===== src/hdl/port_b_params.svh =====
// offsets, field layout, reset values and response codes of the pin configuration block
// assumes a 32-bit register bus with byte addresses, one aligned word per register
`ifndef PORT_B_PARAMS_SVH
`define PORT_B_PARAMS_SVH

`define PIN_COUNT 8
`define ADDR_WIDTH 8
`define DATA_WIDTH 32

`define OFS_OUTPUT_ENABLE 8'h04
`define OFS_FUNCTION_SELECT 8'h08
`define OFS_DRIVE_TYPE 8'h28
`define OFS_PULLUP_ENABLE 8'h2C

`define FIELD_MSB 7
`define FIELD_LSB 0

`define RST_CONTROL 8'h00
`define RST_WORD 32'h0000_0000

`define RESP_OKAY 2'h0
`define RESP_SLVERR 2'h2

`endif


===== src/hdl/port_b_pkg.sv =====
// types shared by the pin configuration block
// assumes port_b_params.svh for the widths
`include "port_b_params.svh"
`default_nettype none

package port_b_pkg;

  typedef logic [`PIN_COUNT-1:0] pin_vec_t;
  typedef logic [`ADDR_WIDTH-1:0] addr_t;
  typedef logic [`DATA_WIDTH-1:0] word_t;

  typedef enum logic [2:0] {
    SEL_NONE,
    SEL_OUTPUT_ENABLE,
    SEL_FUNCTION_SELECT,
    SEL_DRIVE_TYPE,
    SEL_PULLUP_ENABLE
  } reg_sel_t;

endpackage : port_b_pkg

`default_nettype wire


===== src/hdl/input_sync2.sv =====
// two-stage synchroniser for the pad inputs
// assumes the pads change with no relation to aclk
`default_nettype none

module input_sync2 (
  // clock and reset
  input wire logic aclk,
  input wire logic aresetn,
  // level in and out
  input wire logic async_in,
  output logic sync_out
);

  logic meta_reg;
  logic meta_next;
  logic sync_reg;
  logic sync_next;

  always_comb begin
    meta_next = async_in;
    sync_next = meta_reg;
    if (!aresetn) begin
      meta_next = 1'b0;
      sync_next = 1'b0;
    end
  end

  always_ff @(posedge aclk) begin
    meta_reg <= meta_next;
    sync_reg <= sync_next;
  end

  assign sync_out = sync_reg;

endmodule // input_sync2

`default_nettype wire


===== src/hdl/pin_drive_cell.sv =====
// output stage of one pin: source mux, driver enable, open-drain shaping, pull-up
// assumes all control inputs are on aclk; outputs are registered
`default_nettype none

module pin_drive_cell (
  // clock and reset
  input wire logic aclk,
  input wire logic aresetn,
  // configuration bits of this pin
  input wire logic output_enable,
  input wire logic function_select,
  input wire logic drive_open_drain,
  input wire logic pullup_enable,
  // the two possible sources
  input wire logic port_dout,
  input wire logic bus_dout,
  input wire logic bus_oe,
  // pad side
  output logic pad_out,
  output logic pad_oe,
  output logic pad_pullup
);

  logic out_reg;
  logic out_next;
  logic oe_reg;
  logic oe_next;
  logic pull_reg;
  logic pull_next;
  logic src;
  logic drive;

  always_comb begin
    // the external bus owns both level and enable once the pin is handed to it
    src = function_select ? bus_dout : port_dout;
    drive = function_select ? bus_oe : output_enable;
    // open drain only ever pulls low; a high level is left to the pull-up
    out_next = drive_open_drain ? 1'b0 : src;
    oe_next = drive & (drive_open_drain ? ~src : 1'b1);
    pull_next = pullup_enable;
    if (!aresetn) begin
      out_next = 1'b0;
      oe_next = 1'b0;
      pull_next = 1'b0;
    end
  end

  always_ff @(posedge aclk) begin
    out_reg <= out_next;
    oe_reg <= oe_next;
    pull_reg <= pull_next;
  end

  assign pad_out = out_reg;
  assign pad_oe = oe_reg;
  assign pad_pullup = pull_reg;

endmodule // pin_drive_cell

`default_nettype wire


===== src/hdl/port_b_pin_config.sv =====
// pin configuration of an 8-bit general-purpose port with an AXI4-Lite register slave
// assumes port data and external bus signals come from logic on aclk; pads are asynchronous
//
// Overview of operation
// - one output-enable bit per pin, bits 7..0; 1 enables the driver.
// - function bit per pin n; 1 hands the pin to bus data bit n+8.
// - drive-type bit per pin, bits 7..0; 0 push-pull, 1 open-drain.
// - pull-up bit per pin, bits 7..0; 1 enables the pull-up.
// - reset leaves every pin as port, output and pull-up disabled.
//
// The register addresses and the AXI4-Lite register port were decided locally.
`include "port_b_params.svh"
`default_nettype none

module port_b_pin_config
  import port_b_pkg::*;
(
  // clock and reset
  input wire logic aclk,
  input wire logic aresetn,
  // axi4-lite write address
  input wire port_b_pkg::addr_t s_axi_awaddr,
  input wire logic [2:0] s_axi_awprot,
  input wire logic s_axi_awvalid,
  output logic s_axi_awready,
  // axi4-lite write data
  input wire port_b_pkg::word_t s_axi_wdata,
  input wire logic [3:0] s_axi_wstrb,
  input wire logic s_axi_wvalid,
  output logic s_axi_wready,
  // axi4-lite write response
  output logic [1:0] s_axi_bresp,
  output logic s_axi_bvalid,
  input wire logic s_axi_bready,
  // axi4-lite read address
  input wire port_b_pkg::addr_t s_axi_araddr,
  input wire logic [2:0] s_axi_arprot,
  input wire logic s_axi_arvalid,
  output logic s_axi_arready,
  // axi4-lite read data
  output port_b_pkg::word_t s_axi_rdata,
  output logic [1:0] s_axi_rresp,
  output logic s_axi_rvalid,
  input wire logic s_axi_rready,
  // general-purpose port logic
  input wire port_b_pkg::pin_vec_t port_dout,
  output port_b_pkg::pin_vec_t port_din,
  // external bus, data bits 15..8
  input wire port_b_pkg::pin_vec_t ext_bus_dout,
  input wire port_b_pkg::pin_vec_t ext_bus_oe,
  output port_b_pkg::pin_vec_t ext_bus_din,
  // pads
  input wire port_b_pkg::pin_vec_t pad_in,
  output port_b_pkg::pin_vec_t pad_out,
  output port_b_pkg::pin_vec_t pad_oe,
  output port_b_pkg::pin_vec_t pad_pullup
);

  import port_b_pkg::*;

  // only aligned words of the four registers decode; anything else answers SLVERR
  function automatic reg_sel_t decode(input addr_t addr);
    reg_sel_t sel;
    case (addr)
      `OFS_OUTPUT_ENABLE: sel = SEL_OUTPUT_ENABLE;
      `OFS_FUNCTION_SELECT: sel = SEL_FUNCTION_SELECT;
      `OFS_DRIVE_TYPE: sel = SEL_DRIVE_TYPE;
      `OFS_PULLUP_ENABLE: sel = SEL_PULLUP_ENABLE;
      default: sel = SEL_NONE;
    endcase
    return sel;
  endfunction

  // write channel state
  logic aw_have_reg;
  logic aw_have_next;
  logic w_have_reg;
  logic w_have_next;
  addr_t waddr_reg;
  addr_t waddr_next;
  pin_vec_t wbyte_reg;
  pin_vec_t wbyte_next;
  logic wlane_reg;
  logic wlane_next;
  logic awready_reg;
  logic awready_next;
  logic wready_reg;
  logic wready_next;
  logic bvalid_reg;
  logic bvalid_next;
  logic [1:0] bresp_reg;
  logic [1:0] bresp_next;
  logic do_write;
  reg_sel_t wsel;

  // read channel state
  logic arready_reg;
  logic arready_next;
  logic rvalid_reg;
  logic rvalid_next;
  word_t rdata_reg;
  word_t rdata_next;
  logic [1:0] rresp_reg;
  logic [1:0] rresp_next;
  logic ar_take;

  // control registers
  pin_vec_t output_enable_reg;
  pin_vec_t output_enable_next;
  pin_vec_t function_select_reg;
  pin_vec_t function_select_next;
  pin_vec_t drive_type_reg;
  pin_vec_t drive_type_next;
  pin_vec_t pullup_enable_reg;
  pin_vec_t pullup_enable_next;

  // input path
  pin_vec_t pad_sync;
  pin_vec_t din_reg;
  pin_vec_t din_next;
  pin_vec_t bus_din_reg;
  pin_vec_t bus_din_next;

  // address and data are accepted in either order and held until both are in
  always_comb begin
    logic aw_take;
    logic w_take;
    aw_take = s_axi_awvalid & awready_reg;
    w_take = s_axi_wvalid & wready_reg;
    do_write = aw_have_reg & w_have_reg;
    wsel = decode(waddr_reg);
    waddr_next = aw_take ? s_axi_awaddr : waddr_reg;
    // only the low byte lane carries implemented bits
    wbyte_next = w_take ? s_axi_wdata[`FIELD_MSB:`FIELD_LSB] : wbyte_reg;
    // lanes 3..1 and the protection bits select nothing in these registers
    wlane_next = w_take ? s_axi_wstrb[0] : wlane_reg;
    aw_have_next = (aw_have_reg | aw_take) & ~do_write;
    w_have_next = (w_have_reg | w_take) & ~do_write;
    bvalid_next = do_write | (bvalid_reg & ~s_axi_bready);
    bresp_next = bresp_reg;
    if (do_write) begin
      bresp_next = (wsel == SEL_NONE) ? `RESP_SLVERR : `RESP_OKAY;
    end
    // hold off a new write until the response has gone
    awready_next = ~aw_have_next & ~bvalid_next;
    wready_next = ~w_have_next & ~bvalid_next;

    if (!aresetn) begin
      aw_have_next = 1'b0;
      w_have_next = 1'b0;
      waddr_next = '0;
      wbyte_next = `RST_CONTROL;
      wlane_next = 1'b0;
      bvalid_next = 1'b0;
      bresp_next = `RESP_OKAY;
      awready_next = 1'b0;
      wready_next = 1'b0;
    end
  end

  always_ff @(posedge aclk) begin
    aw_have_reg <= aw_have_next;
    w_have_reg <= w_have_next;
    waddr_reg <= waddr_next;
    wbyte_reg <= wbyte_next;
    wlane_reg <= wlane_next;
    bvalid_reg <= bvalid_next;
    bresp_reg <= bresp_next;
    awready_reg <= awready_next;
    wready_reg <= wready_next;
  end

  always_comb begin
    output_enable_next = output_enable_reg;
    function_select_next = function_select_reg;
    drive_type_next = drive_type_reg;
    pullup_enable_next = pullup_enable_reg;
    // a write to one of the four registers with lane 0 off still answers OKAY and leaves the register as it was
    if (do_write && wlane_reg) begin
      case (wsel)
        SEL_OUTPUT_ENABLE: output_enable_next = wbyte_reg;
        SEL_FUNCTION_SELECT: function_select_next = wbyte_reg;
        SEL_DRIVE_TYPE: drive_type_next = wbyte_reg;
        SEL_PULLUP_ENABLE: pullup_enable_next = wbyte_reg;
        default: output_enable_next = output_enable_reg;
      endcase
    end

    if (!aresetn) begin
      output_enable_next = `RST_CONTROL;
      function_select_next = `RST_CONTROL;
      drive_type_next = `RST_CONTROL;
      pullup_enable_next = `RST_CONTROL;
    end
  end

  always_ff @(posedge aclk) begin
    output_enable_reg <= output_enable_next;
    function_select_reg <= function_select_next;
    drive_type_reg <= drive_type_next;
    pullup_enable_reg <= pullup_enable_next;
  end

  // reads answer one cycle after the address is taken
  always_comb begin
    reg_sel_t rsel;
    pin_vec_t field;
    field = `RST_CONTROL;
    rsel = decode(s_axi_araddr);
    ar_take = s_axi_arvalid & arready_reg;
    case (rsel)
      SEL_OUTPUT_ENABLE: field = output_enable_reg;
      SEL_FUNCTION_SELECT: field = function_select_reg;
      SEL_DRIVE_TYPE: field = drive_type_reg;
      SEL_PULLUP_ENABLE: field = pullup_enable_reg;
      default: field = `RST_CONTROL;
    endcase
    rvalid_next = ar_take | (rvalid_reg & ~s_axi_rready);
    rdata_next = rdata_reg;
    rresp_next = rresp_reg;
    if (ar_take) begin
      rdata_next = {{(`DATA_WIDTH-`PIN_COUNT){1'b0}}, field};
      rresp_next = (rsel == SEL_NONE) ? `RESP_SLVERR : `RESP_OKAY;
    end
    // a pending answer blocks the next address, so only one read is in flight
    arready_next = ~rvalid_next;

    if (!aresetn) begin
      rvalid_next = 1'b0;
      rdata_next = `RST_WORD;
      rresp_next = `RESP_OKAY;
      arready_next = 1'b0;
    end
  end

  always_ff @(posedge aclk) begin
    arready_reg <= arready_next;
    rvalid_reg <= rvalid_next;
    rdata_reg <= rdata_next;
    rresp_reg <= rresp_next;
  end

  // the synchronised pad level goes to whichever user owns the pin
  // input enabling sits outside this block, so ownership alone gates the level
  always_comb begin
    din_next = pad_sync & ~function_select_reg;
    bus_din_next = pad_sync & function_select_reg;

    if (!aresetn) begin
      din_next = `RST_CONTROL;
      bus_din_next = `RST_CONTROL;
    end
  end

  always_ff @(posedge aclk) begin
    din_reg <= din_next;
    bus_din_reg <= bus_din_next;
  end

  // pads are asynchronous, so each passes two flip-flops before any logic reads it
  genvar gi;
  generate
    for (gi = 0; gi < `PIN_COUNT; gi++) begin : g_pin
      input_sync2 u_sync (
        .aclk(aclk),
        .aresetn(aresetn),
        .async_in(pad_in[gi]),
        .sync_out(pad_sync[gi])
      );
      pin_drive_cell u_cell (
        .aclk(aclk),
        .aresetn(aresetn),
        .output_enable(output_enable_reg[gi]),
        .function_select(function_select_reg[gi]),
        .drive_open_drain(drive_type_reg[gi]),
        .pullup_enable(pullup_enable_reg[gi]),
        .port_dout(port_dout[gi]),
        .bus_dout(ext_bus_dout[gi]),
        .bus_oe(ext_bus_oe[gi]),
        .pad_out(pad_out[gi]),
        .pad_oe(pad_oe[gi]),
        .pad_pullup(pad_pullup[gi])
      );
    end
  endgenerate

  // every output is a copy of a flip-flop, none passes through logic
  assign s_axi_awready = awready_reg;
  assign s_axi_wready = wready_reg;
  assign s_axi_bvalid = bvalid_reg;
  assign s_axi_bresp = bresp_reg;
  assign s_axi_arready = arready_reg;
  assign s_axi_rvalid = rvalid_reg;
  assign s_axi_rdata = rdata_reg;
  assign s_axi_rresp = rresp_reg;
  assign port_din = din_reg;
  assign ext_bus_din = bus_din_reg;

endmodule // port_b_pin_config

`default_nettype wire


===== config.mk =====
export PLATFORM = sky130hd
export DESIGN_NAME = port_b_pin_config
export DESIGN_NICKNAME = d
export VERILOG_FILES = /design/src/hdl/port_b_pkg.sv /design/src/hdl/input_sync2.sv /design/src/hdl/pin_drive_cell.sv /design/src/hdl/port_b_pin_config.sv
export VERILOG_INCLUDE_DIRS = /design/src /design/src/hdl
export SDC_FILE = /design/constraint.sdc
export NUM_CORES = 1
export LEC_CHECK = 0
export BUFFER_PORTS_ARGS = -buffer_cell sky130_fd_sc_hd__buf_2
export CORE_ASPECT_RATIO = 0.9
export CORE_MARGIN = 5
export CORE_UTILIZATION = 53
export DETAILED_ROUTE_END_ITERATION = 6
export PLACE_DENSITY = 0.86
export SYNTH_ARGS = -nofsm -noshare
export SYNTH_HDL_FRONTEND = slang
export SYNTH_SLANG_ARGS = --single-unit

===== constraint.sdc =====
create_clock -name aclk -period 4.56 [get_ports aclk]
set_clock_uncertainty 0.1 [all_clocks]
set_input_delay 0.228 -clock aclk [delete_from_list [all_inputs] [get_ports aclk]]
set_output_delay 0.228 -clock aclk [all_outputs]
set_load 0.005 [all_outputs]

* Word level (Yosys, flattened, before mapping)
Index checks and enable logic that the tools add are counted.
** Storage, ports and cells
- Register bits :: 124
- Input bits :: 97
** Operators by class
- Eq/ne operators :: 16
- Multiplexer cells :: 29
- Bitwise operators :: 41
- Reduce and logical (&&, ||, !) cells :: 15
** Operators by type and width (number)
- 8-bit by 6-bit equality test with 1-bit output, second input constant :: 4
- 8-bit case mux with 4 select lines :: 1
- 1-bit two-way mux :: 24
- 3-bit case mux with 4 select lines :: 2
- 1-bit bitwise AND :: 18
- 8-bit bitwise AND :: 2
- 8-bit by 3-bit equality test with 1-bit output, second input constant :: 2
- 8-bit by 4-bit equality test with 1-bit output, second input constant :: 2
- 1-bit inverter :: 16
- 2-bit OR reduction :: 8
- 3-bit by 2-bit equality test with 1-bit output, second input constant :: 4
- 8-bit inverter :: 1
- 2-bit AND reduction :: 4
- 3-bit by 1-bit equality test with 1-bit output, second input constant :: 2
- 3-bit equality test, second input constant :: 2
- 3-bit logical NOT :: 2
- 2-bit two-way mux :: 2
- 1-bit bitwise OR :: 4
- 1-bit logical AND :: 1

* Logic depth before layout (Yosys ltp)
- Depth in word-level cells :: 5
- Depth in mapped cells :: 6
- Gate-level depth less buffers :: 4

* Modules after synthesis
Synthesis repeated with hierarchy kept, for this count alone.
** Unflattened totals
- Cells, all modules :: 456
- Area, all modules :: 4578.1 um^2
** By module, submodules not included
- port_b_pin_config :: times used 1, cells each 352, area an instance 3286.9 um^2, sequential area each 1641.6 um^2
- pin_drive_cell :: times used 8, cells each 9, area an instance 108.9 um^2, sequential area each 60.1 um^2
- input_sync2 :: times used 8, cells each 4, area an instance 52.6 um^2, sequential area each 40.0 um^2

* Worst setup path after synthesis
No wires, ideal clock.
- Kind :: in2reg
- Start :: input s_axi_araddr[0]
- End :: register rdata_reg[1], in the netlist s_axi_rdata[1]
- Library setup time :: 0.069 ns
- Data arrival time :: 1.465 ns
- Setup slack :: 2.926 ns
- Cell stages on the path :: 4
- Path buffers :: 1
- Cell sequence :: or4_4 or4_1 buf_2 o21ai_1
** On the way
- Longest elaborated chain between the ends :: 4
** RTL lines
- start, declared :: line port_b_pin_config.sv:36 : input wire port_b_pkg::addr_t s_axi_araddr,
- 8-bit by 6-bit equality test with 1-bit output (tied with other cells) :: line port_b_pin_config.sv:64 : case (addr)
- 3-bit case mux with 4 select lines * :: line port_b_pin_config.sv:64
- 3-bit equality test (tied with other cells) :: line port_b_pin_config.sv:211 : case (rsel)
- 8-bit case mux with 4 select lines * :: line port_b_pin_config.sv:211
- end signal, assigned :: line port_b_pin_config.sv:239 : rdata_reg <= rdata_next;
- end, declared :: line port_b_pin_config.sv:101 : word_t rdata_reg;
Every way passes the cells marked *; elsewhere a longest branch is shown, timed or not.
A chain may end at the register's enable or synchronous reset.

* Final worst setup path
- Start :: register function_select_reg[4]
- End :: register g_pin[4].u_cell.oe_reg
** On the way
- Longest elaborated chain between the ends :: 4
** RTL lines
- start, declared :: line port_b_pin_config.sv:110 : pin_vec_t function_select_reg;
- start signal, assigned :: line port_b_pin_config.sv:199 : function_select_reg <= function_select_next;
- 1-bit two-way mux :: line pin_drive_cell.sv:35 : src = function_select ? bus_dout : port_dout;
- 1-bit inverter :: line pin_drive_cell.sv:39 : oe_next = drive & (drive_open_drain ? ~src : 1'b1);
- 1-bit two-way mux :: line pin_drive_cell.sv:39
- 1-bit bitwise AND * :: line pin_drive_cell.sv:39
- end signal, assigned :: line pin_drive_cell.sv:50 : oe_reg <= oe_next;
- end, declared :: line pin_drive_cell.sv:26 : logic oe_reg;
Marks and branches as above.

==> metrics.txt <==
Primary FF master, synth dfxtp_1; Initial Util between 50% and 60%; routing usage on met3 4.997%; io pins between 150 and 200; Layout Nets around 730; Power Dens Cells 413.4 nW/um^2; RSZ-0062 raised after global routing no; drt wl/cell 14.68 um; vias in the first global route around 3.9k; die area approximately 11000 sq um; Max Fclk 439.6 MHz; number of fill cells 640; total iterations of the first detailed-routing run 5; share of the synthesized area in the top cell type between 50% and 60%; Tcrit/Tclk final 49.89%; Iter 0 DRT Violations around 160; CTS buffer count 17; max-slew violations 0; Rel. slew slack around 37%; busiest grt layer met2; Mapped Cells 490; # clock sinks roughly 120; GR Util met2 a little under two fifths; TritonCTS clock tree built; status finished, final reports clean; Syn Area/Cell between 9 and 10 sq um; largest net degree at the start of global routing approximately 120; met1 Resource Use GR 24.60%; CTS HTree Levels 4; dpl hpwl 7235 um; post-cts resize count 0; CTS Buffer Depth 2; CP required 4910 ps; CP max FO 7; final core utilization 72.11%; Area Growth Syn to Fin 31.85%; sequential area share after synthesis between 50% and 60%; final antenna-violating net count 0; WS Path Type reg2reg; largest cells by area after synthesis dfxtp_1 52%, buf_4 7.9%, nand2_1 7.2%, mux2i_1 4.2%, and2_1 3.8%; Port Buf Inserts approximately 120; core area between 8000 and 9000 sq um; fraction of registers with async set/reset 0%; gpl congestion between 0.8 and 0.9; Via density 4.941; yosys warns 0; register bit count reported by yosys ~120; Post-Syn Area around 4700 sq um; Worst-path clk slew around 60 ps; most frequent cell after synthesis dfxtp_1; min-delay worst type in2reg; diode count 0; Sequential Area approximately 2400 sq um; clk_lat worst skew approximately 500 ps; Worst setup EP type flip-flop; MaxCap Viol Count 0; min Tclk post-route between 2000 and 2500 ps; Final Hold Vio Count 0; via count approximately 3.8k; global-route wire length before repair ~18000 um; leak pwr 2.719 nW; GRT Total Usage between 20% and 30%; cell type with the highest aggregate area in the netlist dfxtp_1; Post-Route WL 11260 um; Cell variety after synth 37; Final setup viols 0; CP arrival between 2000 and 3000 ps; antenna violations before repair 0; Synth top cells by count 122 x dfxtp_1, 91 x nand2_1, 50 x buf_4; die height roughly 100 um; Worst setup SP type flip-flop; area of the multi-input gates ~1900 sq um; fraction of final layout cells sized beyond drive strength 1 about a quarter; Tot Pwr between 0.002 and 0.003 W; GR Overflow Total 0; Root Buffer clkbuf_8; row count 32; Worst VDD drop between 0.2 and 0.3 mV; DRC viols 0; worst slew pin tran 943.3 ps; number of flops mapped to enable cells by yosys 0; Die W 109.6 um; Post-Route Setup TNS 0 ps
## report_power, final
group | internal, W | switching (W)
logic | 0.0000810 | 0.0000693
registers | 0.00109 | 0.0000141
clock network | 0.000799 | 0.000524
## worst max-delay path, stage by stage (launching register included)
cell	delay (ps)
dfxtp_1	500
mux2_2	390
dlygate4sd3_1	550
a21oi_1	140
dlygate4sd3_1	550
## layout make-up
class                   count  share of cell area, %
flip-flops and latches    122                  39.17
multi-input cells         322                  30.74
repair buffers            172                  18.18
clock buffers              17                  6.641
clock inverters            15                  2.889
well taps                 119                  2.388
## repair_timing
action / CTS / global route
setup buffers: 0 / 0
hold buffers: 54 / 0
hold endpoints to repair: 39 / 0
## placed cells by master (no fill, tap or decap), types with 11 or more instances in the layout
cell           instances
dfxtp_1              122
buf_2                117
nand2_1               91
dlygate4sd3_1         54
and2_1                29
conb_1                26
o21ai_1               24
mux2i_1               20
a21boi_0              16
clkbuf_16             16
mux2_2                14
nand2b_1              12
nand3_1               11
and3_1                11
a21oi_1               11
## path summary, 6_finish.rpt
path                            start                      to  slack [ps]  depth (start not counted)
max            function_select_reg[4]  g_pin[4].u_cell.pad_oe        2290                          4
min                     ext_bus_oe[0]  g_pin[0].u_cell.pad_oe          20                          4
max reg2reg    function_select_reg[4]  g_pin[4].u_cell.pad_oe        2290                          4
min reg2reg  g_pin[0].u_sync.sync_out             port_din[0]         330                          2
## per-stage QoR
step           setup slack (ps)  area, sq um  instances  hold WS [ps]
2_1_floorplan              2926         4823        515         255.3
3_3_place_gp               2568         5101        681         307.6
3_5_place_dp               2503         5101        681         314.0
4_1_cts                    2311         6236        767         2.592
5_1_grt                    2180         6236        767         21.40
6_report                   2285         6236        767         18.71
## cell families after synthesis
kind of cell,count (synthesis),synth area share (%)
other,1,0.07929
xor gates and xnor gates,2,0.3704
AOI/OAI and AO/OA,71,9.762
and+or+nand+nor,189,20.77
muxes,34,7.566
DFF,122,51.64
buffers and inverters,71,9.815
## layer usage
layer / vias up / share of wire (%)
met2: 148 / 50
met5: - / 0
li1: 1876 / -
met3: 27 / 7.2
met1: 1739 / 41
met4: 0 / 2.5
Note: power is estimated with default switching activity, not from simulation.
